==> src/hw/crxf_pkg.sv <==
// crxf_pkg: constants and types of the receive flag / interrupt enable block
// assumes: one 25 MHz clock, byte-wide register port
package crxf_pkg;

   // register port
   localparam int         ADDR_W     = 4;
   localparam logic [3:0] FLAGS_ADDR = 4'h0;
   localparam logic [3:0] IEN_ADDR   = 4'h1;
   localparam logic [7:0] RD_ZERO    = 8'h00;

   // bit positions, shared by flag and enable register
   localparam int B_WAKE    = 7;
   localparam int B_SCF     = 6;
   localparam int B_RLVL    = 4;
   localparam int B_TLVL    = 2;
   localparam int B_OVR     = 1;
   localparam int B_RX_FULL = 0;

   // error counter thresholds
   localparam logic [8:0] TEC_BOFF_LIM = 9'h0ff;
   localparam logic [8:0] TEC_ERR_LIM  = 9'h07f;
   localparam logic [8:0] TEC_WRN_LIM  = 9'h060;
   localparam logic [7:0] REC_ERR_LIM  = 8'h7f;
   localparam logic [7:0] REC_WRN_LIM  = 8'h60;

   // bus status coding
   typedef enum logic [1:0] {
      ST_OK   = 2'b00,
      ST_WRN  = 2'b01,
      ST_ERR  = 2'b10,
      ST_BOFF = 2'b11
   } crxf_stat_t;

   // status change sensitivity
   typedef enum logic [1:0] {
      LV_NONE = 2'b00,
      LV_BOFF = 2'b01,
      LV_ERR  = 2'b10,
      LV_ALL  = 2'b11
   } crxf_lvl_t;

   // whole state of the top module
   typedef struct packed {
      logic       wake;
      logic       scf;
      crxf_stat_t rst;
      crxf_stat_t tst;
      logic       ovr;
      logic       rx_full;
      logic       wake_ie;
      logic       scf_ie;
      crxf_lvl_t  rlvl;
      crxf_lvl_t  tlvl;
      logic       ovr_ie;
      logic       rx_full_ie;
      logic [7:0] rdata;
   } crxf_state_t;

   localparam crxf_state_t STATE_RST = '{
      wake: 1'b0, scf: 1'b0, rst: ST_OK, tst: ST_OK, ovr: 1'b0, rx_full: 1'b0,
      wake_ie: 1'b0, scf_ie: 1'b0, rlvl: LV_NONE, tlvl: LV_NONE,
      ovr_ie: 1'b0, rx_full_ie: 1'b0, rdata: 8'h00
   };

endpackage

==> src/hw/crxf_cnt_if.sv <==
// crxf_cnt_if: error counters in, bus status codes out
// assumes: driven by the top, answered by the status coder
`timescale 1ns/1ps
`default_nettype none

interface crxf_cnt_if;
   logic [8:0]          tec;
   logic [7:0]          rec;
   crxf_pkg::crxf_stat_t rx_code;
   crxf_pkg::crxf_stat_t tx_code;

   modport enc (input tec, input rec, output rx_code, output tx_code);
   modport top (output tec, output rec, input rx_code, input tx_code);
endinterface

`default_nettype wire

==> src/hw/crxf_state_code.sv <==
// crxf_state_code: maps error counters onto receiver and transmitter status
// assumes: counters are synchronous to ref_clk
`timescale 1ns/1ps
`default_nettype none

module crxf_state_code (
   // counters and codes
   crxf_cnt_if.enc cnt
);

   always_comb begin
      // bus-off overrides the receiver coding as well
      if (cnt.tec > crxf_pkg::TEC_BOFF_LIM) begin
         cnt.rx_code = crxf_pkg::ST_BOFF;
      end else if (cnt.rec > crxf_pkg::REC_ERR_LIM) begin
         cnt.rx_code = crxf_pkg::ST_ERR;
      end else if (cnt.rec > crxf_pkg::REC_WRN_LIM) begin
         cnt.rx_code = crxf_pkg::ST_WRN;
      end else begin
         cnt.rx_code = crxf_pkg::ST_OK;
      end
      if (cnt.tec > crxf_pkg::TEC_BOFF_LIM) begin
         cnt.tx_code = crxf_pkg::ST_BOFF;
      end else if (cnt.tec > crxf_pkg::TEC_ERR_LIM) begin
         cnt.tx_code = crxf_pkg::ST_ERR;
      end else if (cnt.tec > crxf_pkg::TEC_WRN_LIM) begin
         cnt.tx_code = crxf_pkg::ST_WRN;
      end else begin
         cnt.tx_code = crxf_pkg::ST_OK;
      end
   end

endmodule // crxf_state_code

`default_nettype wire

==> src/hw/crxf_top.sv <==
// crxf_top: receive flags, receive interrupt enables and interrupt outputs
// assumes: counters, events and init handshake come from logic on ref_clk
// Operation
// - overrun sets flag; pending error request while set
// - rx full set on good message shift
// - rx full blocks shift; receive request pending
// - tec above 255 gives receiver bus-off
// - status fields keep tracking during init
// - enables held reset in init, writable only with init request and acknowledge both low
// - sensitivity fields survive init mode
// - receiver sensitivity gates status change flag
// - transmitter sensitivity gates status change flag
// - status fields update only without pending change
// - wake enable gates wake request
// - change enable gates error request
// - overrun enable gates error request
// - rx full enable gates receive request
// - write one clears flags; status read-only
// - receiver status coding from receive counter
// - counter status change sets change flag
`timescale 1ns/1ps
`default_nettype none

module crxf_top (
   // clock and reset
   input  wire logic                         ref_clk,
   input  wire logic                         rst,
   // register port
   input  wire logic [crxf_pkg::ADDR_W-1:0]  reg_addr,
   input  wire logic [7:0]                   reg_wdata,
   input  wire logic                         reg_wr,
   input  wire logic                         reg_rd,
   output logic      [7:0]                   reg_rdata,
   // init handshake
   input  wire logic                         init_request,
   input  wire logic                         init_acknowledge,
   // protocol engine
   input  wire logic [8:0]                   tec,
   input  wire logic [7:0]                   rec,
   input  wire logic                         overrun_event,
   input  wire logic                         wake_event,
   input  wire logic                         wake_on_bus_enable,
   input  wire logic                         rx_fifo_not_empty,
   output logic                              rx_shift,
   // status and interrupts
   output logic [1:0]                        receiver_state,
   output logic [1:0]                        transmitter_state,
   output logic                              irq_err,
   output logic                              irq_rx,
   output logic                              irq_wake
);

   crxf_pkg::crxf_state_t r_reg;
   crxf_pkg::crxf_state_t r_next;
   logic                  in_init;
   logic                  wr_ok;
   logic                  wr_flags;
   logic                  wr_ien;

   crxf_cnt_if cnt ();

   assign cnt.tec = tec;
   assign cnt.rec = rec;

   crxf_state_code u_code (
      .cnt (cnt.enc)
   );

   // does a status move old -> new qualify at this sensitivity
   function automatic logic chg_hit(crxf_pkg::crxf_lvl_t  lvl,
                                    crxf_pkg::crxf_stat_t old_s,
                                    crxf_pkg::crxf_stat_t new_s);
      logic moved;
      moved = (old_s != new_s);
      unique case (lvl)
         crxf_pkg::LV_NONE: chg_hit = 1'b0;
         crxf_pkg::LV_BOFF: chg_hit = moved &&
            ((old_s == crxf_pkg::ST_BOFF) || (new_s == crxf_pkg::ST_BOFF));
         crxf_pkg::LV_ERR:  chg_hit = moved && (old_s[1] || new_s[1]);
         crxf_pkg::LV_ALL:  chg_hit = moved;
      endcase
   endfunction

   assign in_init  = init_request & init_acknowledge;
   assign wr_ok    = ~init_request & ~init_acknowledge;
   assign wr_flags = reg_wr & wr_ok & (reg_addr == crxf_pkg::FLAGS_ADDR);
   assign wr_ien   = reg_wr & wr_ok & (reg_addr == crxf_pkg::IEN_ADDR);

   // foreground buffer takes the next entry only once released
   assign rx_shift = ~r_reg.rx_full & rx_fifo_not_empty & ~in_init;

   always_comb begin
      r_next = r_reg;

      // write one clears, zero ignored
      if (wr_flags) begin
         if (reg_wdata[crxf_pkg::B_WAKE]) begin
            r_next.wake = 1'b0;
         end
         if (reg_wdata[crxf_pkg::B_SCF]) begin
            r_next.scf = 1'b0;
         end
         if (reg_wdata[crxf_pkg::B_OVR]) begin
            r_next.ovr = 1'b0;
         end
         if (reg_wdata[crxf_pkg::B_RX_FULL]) begin
            r_next.rx_full = 1'b0;
         end
      end

      // status fields follow counters unless a change is pending
      if (!r_reg.scf) begin
         r_next.rst = cnt.rx_code;
         r_next.tst = cnt.tx_code;
         // leaving bus-off puts the receiver straight back to ok
         if (r_reg.tst == crxf_pkg::ST_BOFF && cnt.tx_code != crxf_pkg::ST_BOFF) begin
            r_next.rst = crxf_pkg::ST_OK;
         end
         if (!in_init &&
             (chg_hit(r_reg.rlvl, r_reg.rst, r_next.rst) ||
              chg_hit(r_reg.tlvl, r_reg.tst, cnt.tx_code))) begin
            r_next.scf = 1'b1;
         end
      end

      // sets win over same-cycle clears
      if (wake_event && wake_on_bus_enable) begin
         r_next.wake = 1'b1;
      end
      if (overrun_event) begin
         r_next.ovr = 1'b1;
      end
      if (rx_shift) begin
         r_next.rx_full = 1'b1;
      end

      if (wr_ien) begin
         r_next.wake_ie = reg_wdata[crxf_pkg::B_WAKE];
         r_next.scf_ie  = reg_wdata[crxf_pkg::B_SCF];
         r_next.rlvl    = crxf_pkg::crxf_lvl_t'(reg_wdata[crxf_pkg::B_RLVL +: 2]);
         r_next.tlvl    = crxf_pkg::crxf_lvl_t'(reg_wdata[crxf_pkg::B_TLVL +: 2]);
         r_next.ovr_ie  = reg_wdata[crxf_pkg::B_OVR];
         r_next.rx_full_ie = reg_wdata[crxf_pkg::B_RX_FULL];
      end

      // init mode holds all but status, sensitivity and read data at reset
      if (in_init) begin
         r_next.wake    = crxf_pkg::STATE_RST.wake;
         r_next.scf     = crxf_pkg::STATE_RST.scf;
         r_next.ovr     = crxf_pkg::STATE_RST.ovr;
         r_next.rx_full = crxf_pkg::STATE_RST.rx_full;
         r_next.wake_ie = crxf_pkg::STATE_RST.wake_ie;
         r_next.scf_ie  = crxf_pkg::STATE_RST.scf_ie;
         r_next.ovr_ie  = crxf_pkg::STATE_RST.ovr_ie;
         r_next.rx_full_ie = crxf_pkg::STATE_RST.rx_full_ie;
      end

      // read data in the cycle after the strobe
      r_next.rdata = crxf_pkg::RD_ZERO;
      if (reg_rd) begin
         if (reg_addr == crxf_pkg::FLAGS_ADDR) begin
            r_next.rdata = {r_reg.wake, r_reg.scf, r_reg.rst, r_reg.tst,
                            r_reg.ovr, r_reg.rx_full};
         end else if (reg_addr == crxf_pkg::IEN_ADDR) begin
            r_next.rdata = {r_reg.wake_ie, r_reg.scf_ie, r_reg.rlvl,
                            r_reg.tlvl, r_reg.ovr_ie, r_reg.rx_full_ie};
         end
      end
   end

   always_ff @(posedge ref_clk or posedge rst) begin
      if (rst) begin
         r_reg <= crxf_pkg::STATE_RST;
      end else begin
         r_reg <= r_next;
      end
   end

   assign reg_rdata         = r_reg.rdata;
   assign receiver_state    = r_reg.rst;
   assign transmitter_state = r_reg.tst;
   // one error request for overrun and status change
   assign irq_err  = (r_reg.ovr & r_reg.ovr_ie) |
                     (r_reg.scf & r_reg.scf_ie);
   assign irq_rx   = r_reg.rx_full & r_reg.rx_full_ie;
   assign irq_wake = r_reg.wake & r_reg.wake_ie;
endmodule // crxf_top

`default_nettype wire

==> config.mk <==
export PLATFORM = sky130hd
export DESIGN_NAME = crxf_top
export DESIGN_NICKNAME = d
export VERILOG_FILES = /design/src/hw/crxf_pkg.sv /design/src/hw/crxf_cnt_if.sv /design/src/hw/crxf_state_code.sv /design/src/hw/crxf_top.sv
export SDC_FILE = /design/constraint.sdc
export NUM_CORES = 1
export LEC_CHECK = 0
export ABC_AREA = 1
export BUFFER_PORTS_ARGS = -buffer_cell sky130_fd_sc_hd__buf_2
export CORE_MARGIN = 10
export CORE_UTILIZATION = 44
export CTS_BUF_LIST = sky130_fd_sc_hd__clkbuf_4 sky130_fd_sc_hd__clkbuf_8 sky130_fd_sc_hd__clkbuf_16
export DETAILED_ROUTE_END_ITERATION = 8
export PLACE_DENSITY = 0.78
export RECOVER_POWER = 50
export SETUP_SLACK_MARGIN = 0.15
export SKIP_LAST_GASP = 1
export SLEW_MARGIN = 20
export SYNTH_ARGS = -nofsm -noshare
export SYNTH_HDL_FRONTEND = slang
export SYNTH_HIERARCHICAL = 1
export SYNTH_SLANG_ARGS = --single-unit
==> constraint.sdc <==
create_clock -name ref_clk -period 1.34 [get_ports ref_clk]
set_clock_uncertainty 0.15 [all_clocks]
set_input_delay 0.134 -clock ref_clk [delete_from_list [all_inputs] [get_ports ref_clk]]
set_output_delay 0.134 -clock ref_clk [all_outputs]
set_load 0.01 [all_outputs]
==> results.yml, run 1 <==
status:
  status: "finished, violations left"
  violations: "hold timing, setup timing"
power:
  ir_drop_uv: 559
  p_leak_uw: 0.00129
  power_density_mw_per_mm2: 1020
  p_total_uw: 2390
layout:
  fillers: 255
  drive_above_1_share_pct: 49.8
  largest_register_ffs: 12
  area_growth_pct: 56.3
  fin_nets: 333
  instances_no_fill: 332
logic_synthesis:
  synthesis.area_mm2: 0.00150
  syn_nets: 237
  yosys.area.top_type: "dfrtp_1"
  ys_types: 23
  synth_top_area_share_pct: 40.0
  synthCells: 190
  yosysWarnings: 6
  ys_seq_area_share_pct: 40.0
  ys_top_cells_by_area: "dfrtp_1 (40%), nand2_1 (11%), inv_1 (8.0%)"
  ys_ff_latch: 24
  synth.avg_cell_area_um2: 7.90
sta:
  hold_slack_ps: -27.0
  rsz0062_at_grt: "yes"
  slew_headroom_pct: 59.7
  fmaxAchievable_ghz: 0.658
  fin_ws_ps: -179
  slew_viol_final: 0
  setup_viol: 6
  hold_violations: 2
  tns_ps: -432
  min_period_ps: 1520
  tightest_slew_ps: 605
  fin_crit_sh_pct: 113
placed_design:
  dp.cells: 295
  gp_congestion: 0.804
  port_buffers: 54
  place_ws_ps: -355
  dpl.hpwl_um: 2970
clock_tree:
  numCtsBuffers: 3
  cts_buffer_depth: 2
  clkTransAtPathRegs_ps: 140
  cts_sinks: 24
  cts_htree_levels: 1
  worstSkewPairLatency_ps: 330
  cts-root-buf: "clkbuf_4"
  tritoncts: "yes"
global_route:
  grt_pass1_wl_um: 6780
  grt_pass1_vias: 1514
  antenna_found_initial: 0
  overflow: 0
  grt_util_all_layers_pct: 13.1
  grt_max_degree: 25
critical_path:
  worstPathCellList: "inv_2 > ha_4 > a21boi_2 > o21ai_2 > a21oi_2 > nor2_1 > a21oi_1"
  ff2ff_path_depth: 7
  path_class: "reg2reg"
  cp.arrival_ps: 1630
  crit_path_end_kind: "flip-flop"
  slowest_delay_ps: 410
  startpoint_type: "flip-flop"
  r2r-end: "r_reg[22]"
  cp-startpoint: "r_reg[11]"
  reg2reg_from: "r_reg[11]"
  cp_max_fo: 3
  r2r_slack_ps: -180
  cp.required_ps: 1450
  slowest_stage: "dfrtp_1"
route:
  avgRoutedWirePerCell_um: 14.9
  drc: 0
  via_per_inst: 4.75
  drt_iter0_markers: 114
  dr_total_vias: 1578
  drtAntennaViolNets: 0
  drtPass1Iterations: 7
  routed_wl_um: 4960
min_path:
  whs_endpoint: "reg_rdata[5]"
  hold_path.class: "in2reg"
  min_from: "reg_addr[2]"
  min_path_cells: 4
die:
  start_util_pct: 45.3
  row_count: 21
  die_h_um: 78.4
  die_x_um: 78.4
  die-area_mm2: 0.00614
  core_region_area_mm2: 0.00331
  ios: 55
flow_run:
  maxCapViolations: 0
-- metrics by stage --
| step | utilization (%) | area, µm² | hold slack [ps] |
|---|---|---|---|
| CTS | 66.2 | 2190 | -11.6 |
| detailed placement | 56.4 | 1870 | 40.6 |
| global route | 70.7 | 2340 | -4.74 |
| finish | 70.8 | 2340 | -27.0 |
| floorplan | - | 1500 | -1.38 |
| global placement | 56.4 | 1870 | 38.3 |
-- worst max-delay path by stage --
stage	endpoint	slack, ps	cells after the start
finish	r_reg[22]	-180	7
CTS	r_reg[22]	-160	11
global placement	r_reg[22]	-260	16
detailed placement	r_reg[22]	-360	16
global route	r_reg[22]	-240	7
floorplan	r_reg[22]	-120	11
-- report_power, final --
part	switching [µW]	total [µW]	internal [µW]	leakage, µW
clock	236	539	303	0.0000279
sequential	69.9	868	798	0.000297
combinational	462	985	522	0.000965
total	769	2390	1620	0.00129
-- repair_timing --
action                                 CTS  global route
setup endpoints to repair                9            13
hold buffers                            14             0
gates resized for setup                 17            32
buffers inserted                        10             8
endpoints found under the hold margin   37             0
pin swaps                                8            14
-- cell usage in the layout, fill, tap and decap left out --
cell and count:
clkbuf_1 2, nand2_1 35, o21ai_1 1, bufinv_16 1, a21boi_1 1, a21boi_2 1
a221oi_1 2, buf_2 49, nor3b_1 1, buf_6 11, o31ai_1 1, nor2_4 3
a21oi_1 8, dfrtp_1 23, dlygate4sd3_1 14, ha_4 3, a221oi_2 1, inv_2 10
clkbuf_2 1, ha_1 5, o21ai_0 5, nand3_1 10, nor2_2 4, buf_4 27
dfrtp_2 1, clkbuf_4 4, inv_1 24, diode_2 1, a31o_2 1, nand2_4 3
nor2_1 11, nand2_2 9, a21oi_2 6, nand3_2 2, o21ai_2 5
-- cells in the mapped netlist --
cell type  instances
o21ai_0            8
a21oi_1           10
dfrtp_1           24
buf_4             12
nand2_1           43
ha_1               8
a221oi_1           3
nand3_1           12
inv_1             32
nand2_4            1
a31o_2             1
nand2_2            3
nor2_2             2
clkbuf_1           1
nor2_1            14
inv_2              2
a21oi_2            4
o21ai_2            3
nor3b_4            1
nor2_4             2
o31ai_1            1
buf_6              1
a21boi_0           2
-- final cells by class --
type / instances / area, µm² / area share, %
multi-input combinational: 118 / 771 / 32.9
tap: 46 / 57.6 / 2.45
antenna: 1 / 2.50 / 0.107
clock inverter: 1 / 30.0 / 1.28
timing repair buffer: 105 / 732 / 31.2
sequential: 24 / 602 / 25.7
clock buffer: 3 / 22.5 / 0.961
inverter: 34 / 128 / 5.44
-- critical path, delay by kind of cell (launching register included) --
kind	cells	cell delay, ps
AND/OR/NAND/NOR	1	50
AO/OA/AOI/OAI	4	520
flip-flops	1	410
buffers and inverters	1	70
adder cells (fa/ha/maj)	1	250
-- cell families (layout without fill, tap and decap cells) --
kind of cell             Yosys count  count (layout)  share of synthesized area [%]
other                              0               1                              0
buffers and inverters             48             143                           15.5
adder cells (fa/ha/maj)            8               8                           6.67
AO/OA/AOI/OAI                     32              32                           13.9
AND/OR/NAND/NOR                   78              78                           23.9
flip-flops                        24              24                           40.0
-- layer usage --
layer	global-route usage (%)	vias to the layer above	part of all wire (%)
met5	0	-	0
met4	3.58	0	2.1
met3	2.05	11	4.6
met2	25.6	58	55
met1	14.2	736	38
li1	-	773	-
Power figures use the tool's default switching activity.
==> run 2: changes to the inputs <==
--- a/config.mk
+++ b/config.mk
@@ -5,13 +5,12 @@
 export SDC_FILE = /design/constraint.sdc
 export NUM_CORES = 1
 export LEC_CHECK = 0
-export ABC_AREA = 1
 export BUFFER_PORTS_ARGS = -buffer_cell sky130_fd_sc_hd__buf_2
 export CORE_MARGIN = 10
 export CORE_UTILIZATION = 44
 export CTS_BUF_LIST = sky130_fd_sc_hd__clkbuf_4 sky130_fd_sc_hd__clkbuf_8 sky130_fd_sc_hd__clkbuf_16
 export DETAILED_ROUTE_END_ITERATION = 8
-export PLACE_DENSITY = 0.78
+export PLACE_DENSITY = 0.79
 export RECOVER_POWER = 50
 export SETUP_SLACK_MARGIN = 0.15
 export SKIP_LAST_GASP = 1
==> results.yml, run 2 <==
status:
  status: "finished, violations left"
  violations: "setup timing"
route:
  avgRoutedWirePerCell_um: 16.3
  drt_iter0_markers: 66
  drtAntennaViolNets: 0
  drc: 0
  drtPass1Iterations: 4
  via_per_inst: 5.03
  routed_wl_um: 4510
  dr_total_vias: 1387
placed_design:
  port_buffers: 54
  gp_congestion: 0.810
  dpl.hpwl_um: 3080
  dp.cells: 253
  place_ws_ps: -556
global_route:
  grt_util_all_layers_pct: 15.1
  antenna_found_initial: 0
  overflow: 0
  grt_pass1_wl_um: 7510
  grt_max_degree: 25
  grt_pass1_vias: 1520
clock_tree:
  tritoncts: "yes"
  numCtsBuffers: 3
  cts_buffer_depth: 2
  clkTransAtPathRegs_ps: 140
  cts-root-buf: "clkbuf_4"
  cts_htree_levels: 1
  cts_sinks: 24
  worstSkewPairLatency_ps: 320
layout:
  multi_input_comb_area_um2: 766
  fillers: 216
  drive_above_1_share_pct: 47.4
  instances_no_fill: 276
  largest_register_ffs: 12
  register_area_um2: 602
  final_common_cell: "buf_2"
  antenna_cells: 0
  layout_common_cells: "buf_2 (52), buf_4 (28), dfrtp_1 (23)"
  fin_nets: 280
  area_growth_pct: 49.0
power:
  ir_drop_uv: 517
  p_total_uw: 2350
  p_leak_uw: 0.00116
  power_density_mw_per_mm2: 1080
logic_synthesis:
  synthCells: 145
  synthesis.area_mm2: 0.00147
  synthMuxAreaShare_pct: 11.4
  async_flop_share_pct: 100
  synth_xor_xnor_area_share_pct: 0.598
  ys.flop_type: "dfrtp_1"
  ys_ff_latch: 24
  synth_compound_area_share_pct: 11.8
  synthSimpleGateAreaFrac_pct: 16.9
  ys_types: 39
  yosysMostFrequentCell: "dfrtp_1"
  yosysWarnings: 6
  yosys.area.top_type: "dfrtp_1"
  synth_top_area_share_pct: 41.0
  synth_top_family_by_area: "simple AND/OR/NAND/NOR gates"
  syn_nets: 192
  ys_seq_area_share_pct: 41.0
  yosys.area_share.adder_pct: 6.83
  synthTopCellsByCount: "dfrtp_1 (24), inv_1 (15), buf_4 (13), nor2_1 (11)"
  ys_top_cells_by_area: "dfrtp_1 (41%), ha_1 (6.8%), buf_4 (6.7%)"
  synth.avg_cell_area_um2: 10.1
  synth-edff-count: 0
die:
  core_region_area_mm2: 0.00313
  ios: 55
  die_x_um: 77.7
  die-area_mm2: 0.00604
  die_h_um: 77.7
  row_count: 20
  start_util_pct: 46.8
sta:
  fin_ws_ps: -311
  hold_violations: 0
  slew_headroom_pct: 60.4
  fmaxAchievable_ghz: 0.606
  slew_viol_final: 0
  hold_slack_ps: 55.2
  setup_viol: 7
  fin_crit_sh_pct: 123
  tightest_slew_ps: 593
  min_period_ps: 1650
  rsz0062_at_grt: "yes"
critical_path:
  crit_path_end_kind: "flip-flop"
  worstPathCellList: "nand3_2 > nand2_4 > ha_4 > nor2_2 > mux2_4 > o31ai_1"
  cp.required_ps: 1440
  startpoint_type: "flip-flop"
  cp.arrival_ps: 1750
  slowest_stage: "dfrtp_1"
  path_class: "reg2reg"
  cp_max_fo: 3
  slowest_delay_ps: 440
flow_run:
  maxCapViolations: 0
min_path:
  hold_path.class: "in2reg"
[run 2: cell types whose count changed after synthesis, sizes merged, moves of 4 or more]
cell	change
nand2	-39
inv	-19
a21oi	-12
mux2i	+8
mux2	+7
nor2	-7
nand3	-6
and2	+4
o21ai	-4
[run 2: final timing paths]
path | from | endpoint | slack (ps) | cells after the start
setup / recovery | transmitter_state[1] | r_reg[22] | -310 | 6
hold / removal | reg_wdata[6] | r_reg[22] | 60 | 4
setup reg to reg | transmitter_state[1] | r_reg[22] | -310 | 6
hold reg to reg | r_reg[9] | r_reg[9] | 410 | 2
max in group asynchronous | rst | receiver_state[1] | 300 | 4
min in group asynchronous | rst | reg_rdata[3] | 320 | 4
[run 2: area by class of cell]
cell class | count | share of cell area, %
multi-input combinational | 91 | 35.1
clock buffer | 3 | 1.03
inverter | 15 | 2.58
clock inverter | 1 | 1.38
sequential | 24 | 27.6
timing repair buffer | 98 | 29.9
tap | 44 | 2.52
[run 2: per-layer routing]
layer | routed length (µm) | global-route usage (%)
met5 | 0 | 0
met4 | 108 | 5.47
met3 | 282 | 2.30
met2 | 2470 | 28.7
met1 | 1650 | 16.2
[run 2: cells by family after synthesis]
family	Yosys count
muxes	15
adders and majority gates	8
AOI/OAI and AO/OA	24
and+or+nand+nor	43
buffers and inverters	30
DFF	24
xor gates and xnor gates	1
[run 2: through the flow]
| step | cell area, µm² | setup TNS, ps | util (%) |
|---|---|---|---|
| floorplan | 1490 | -642 | - |
| global placement | 1890 | -935 | 60.5 |
| detailed placement | 1890 | -964 | 60.5 |
| CTS | 2180 | -617 | 69.6 |
| global route | 2180 | -1080 | 69.8 |
| finish | 2180 | -688 | 69.8 |
[run 2: worst max-delay path: cells and delay by family, from the launching register on]
family | cells | cell delay (ps)
AO/OA/AOI/OAI | 1 | 210
adder cells (fa/ha/maj) | 1 | 280
flip-flops | 1 | 440
multiplexers | 1 | 260
AND/OR/NAND/NOR | 3 | 240
[run 2: what timing repair did]
item / CTS / global route
pin swaps: 7 / 5
buffers inserted: 5 / 1
resized for setup: 12 / 5
hold buffers: 13 / 0
endpoints found under the hold margin: 35 / 0
setup endpoints to repair: 11 / 13
[run 2: where the power goes]
part | internal [µW] | switching, µW | total, µW
logic | 531 | 413 | 944
registers | 801 | 77.7 | 878
clock network | 302 | 230 | 532
total | 1630 | 721 | 2350
==> run 3: changes to the inputs <==
--- a/config.mk
+++ b/config.mk
@@ -5,7 +5,7 @@
 export SDC_FILE = /design/constraint.sdc
 export NUM_CORES = 1
 export LEC_CHECK = 0
-export BUFFER_PORTS_ARGS = -buffer_cell sky130_fd_sc_hd__buf_2
+export BUFFER_PORTS_ARGS = -buffer_cell sky130_fd_sc_hd__buf_4
 export CORE_MARGIN = 10
 export CORE_UTILIZATION = 44
 export CTS_BUF_LIST = sky130_fd_sc_hd__clkbuf_4 sky130_fd_sc_hd__clkbuf_8 sky130_fd_sc_hd__clkbuf_16
==> results.yml, run 3 (synthesis gave the netlist of run 2 again) <==
clock_tree:
  cts_buffer_depth: 2
  numCtsBuffers: 3
  cts_sinks: 24
  cts-root-buf: "clkbuf_4"
  worstSkewPairLatency_ps: 340
  tritoncts: "yes"
  cts_htree_levels: 1
  clkTransAtPathRegs_ps: 140
route:
  routed_wl_um: 5860
  drtPass1Iterations: 4
  drt_iter0_markers: 91
  via_per_inst: 5.47
  dr_total_vias: 1569
  drtAntennaViolNets: 0
  avgRoutedWirePerCell_um: 20.4
  drc: 0
global_route:
  overflow: 0
  grt_pass1_vias: 1777
  grt_pass1_wl_um: 8930
  grt_max_degree: 25
  antenna_found_initial: 0
  grt_util_all_layers_pct: 18.2
power:
  p_leak_uw: 0.00126
  p_seq_share_pct: 32.7
  switchingPower_uw: 852
  p_comb_share_pct: 46.6
  p_int_uw: 1830
  ir_drop_uv: 615
  swShare_pct: 31.8
  p_clk_share_pct: 20.6
  power_density_mw_per_mm2: 1090
sta:
  fin_ws_ps: -425
  rsz0062_at_grt: "yes"
  setup_viol: 10
  fmaxAchievable_ghz: 0.567
  min_period_ps: 1770
  slew_headroom_pct: 56.5
  fin_crit_sh_pct: 132
  hold_violations: 0
  slew_viol_final: 0
  tightest_slew_ps: 652
layout:
  register_area_um2: 602
  final_common_cell: "buf_4"
  largest_register_ffs: 12
  antenna_cells: 0
  area_growth_pct: 68.1
  fillers: 169
  multi_input_comb_area_um2: 778
  final_core_util_pct: 78.7
  fin_nets: 291
  layout_common_cells: "buf_4 (76), dfrtp_1 (23), buf_6 (17)"
  drive_above_1_share_pct: 53.1
critical_path:
  crit_path_end_kind: "flip-flop"
  cp.required_ps: 1440
  cp.arrival_ps: 1860
  startpoint_type: "input pin"
  r2r_slack_ps: -420
  path_class: "in2reg"
  ff2ff_path_depth: 5
  r2r-end: "r_reg[22]"
  cp_max_fo: 2
  reg2reg_from: "transmitter_state[0]"
die:
  core_region_area_mm2: 0.00313
  ios: 55
  die-area_mm2: 0.00604
  start_util_pct: 46.8
  row_count: 20
  die_x_um: 77.7
  die_h_um: 77.7
min_path:
  whs_endpoint: "r_reg[16]"
  hold_path.class: "in2reg"
  min_path_cells: 3
  min_from: "rx_fifo_not_empty"
flow_run:
  maxCapViolations: 0
placed_design:
  place_ws_ps: -655
  dpl.hpwl_um: 3420
  gp_congestion: 0.783
  port_buffers: 54
status:
  violations: "setup timing"
  status: "finished, violations left"
-- run 3: cell count changes in the layout (fill, tap and decap cells not counted), moves of 2 or more --
cell	delta
ha_1	-4
and2_4	+2
and2_1	-2
buf_6	+14
buf_2	-52
ha_2	+4
buf_4	+48
-- run 3: power by group through the flow --
stage | combinational (µW) | sequential (µW) | clock [µW]
floorplan | 426 | 877 | 0
global route | 1330 | 883 | 573
CTS | 1050 | 860 | 547
finish | 1250 | 877 | 552
detailed placement | 803 | 880 | 0
global placement | 768 | 871 | 0
-- run 3: layout make-up --
| cell class | count | area share (%) |
|---|---|---|
| Inverter | 15 | 2.29 |
| Clock inverter | 1 | 1.22 |
| Timing Repair Buffer | 109 | 37.3 |
| Clock buffer | 3 | 0.915 |
| Sequential cell | 24 | 24.4 |
| Multi-Input combinational cell | 91 | 31.6 |
| Tap cell | 44 | 2.24 |
-- run 3: layer usage --
metal	global-route usage, %	vias up	part of all wire [%]
li1	-	686	-
met3	3.00	34	4.7
met2	34.7	73	54
met1	17.7	776	36
met4	11.1	0	5.8
met5	0	-	0
-- run 3: per-stage QoR --
step | TNS (ps) | cell area [µm²] | cells | total power (µW) | hold slack, ps
floorplan | -642 | 1490 | 145 | 1300 | -1.38
global placement | -949 | 2040 | 254 | 1640 | 47.4
detailed placement | -1090 | 2040 | 254 | 1680 | 57.9
CTS | -908 | 2400 | 282 | 2450 | 40.2
global route | -1740 | 2460 | 287 | 2780 | 18.5
finish | -1510 | 2460 | 287 | 2680 | 13.1
-- run 3: critical path: stages --
cell and delay (ps):
buf_4 110, and3b_1 230, a2bb2oi_2 220, nand2_2 120
nand3_2 100, nand2_2 80, ha_4 270, nor2b_1 40
mux2_2 270, o31ai_2 280
-- run 3: worst max-delay path by stage --
stage	to	depth (start not counted)	slack, ps	start
after CTS	r_reg[22]	6	-320	transmitter_state[1]
final	r_reg[22]	10	-430	tec[7]
after global routing	r_reg[22]	5	-460	transmitter_state[0]
after detailed placement	r_reg[22]	7	-660	tec[8]
after floorplan	r_reg[22]	9	-420	tec[7]
after global placement	r_reg[22]	7	-550	tec[8]
-- run 3: repair_timing --
item                       in CTS  in global routing
setup endpoints to repair      11                 16
pin swaps                       9                  3
hold buffers                   12                  0
resized for setup              27                 11
hold endpoints to repair       35                  0
setup buffers                  12                  5
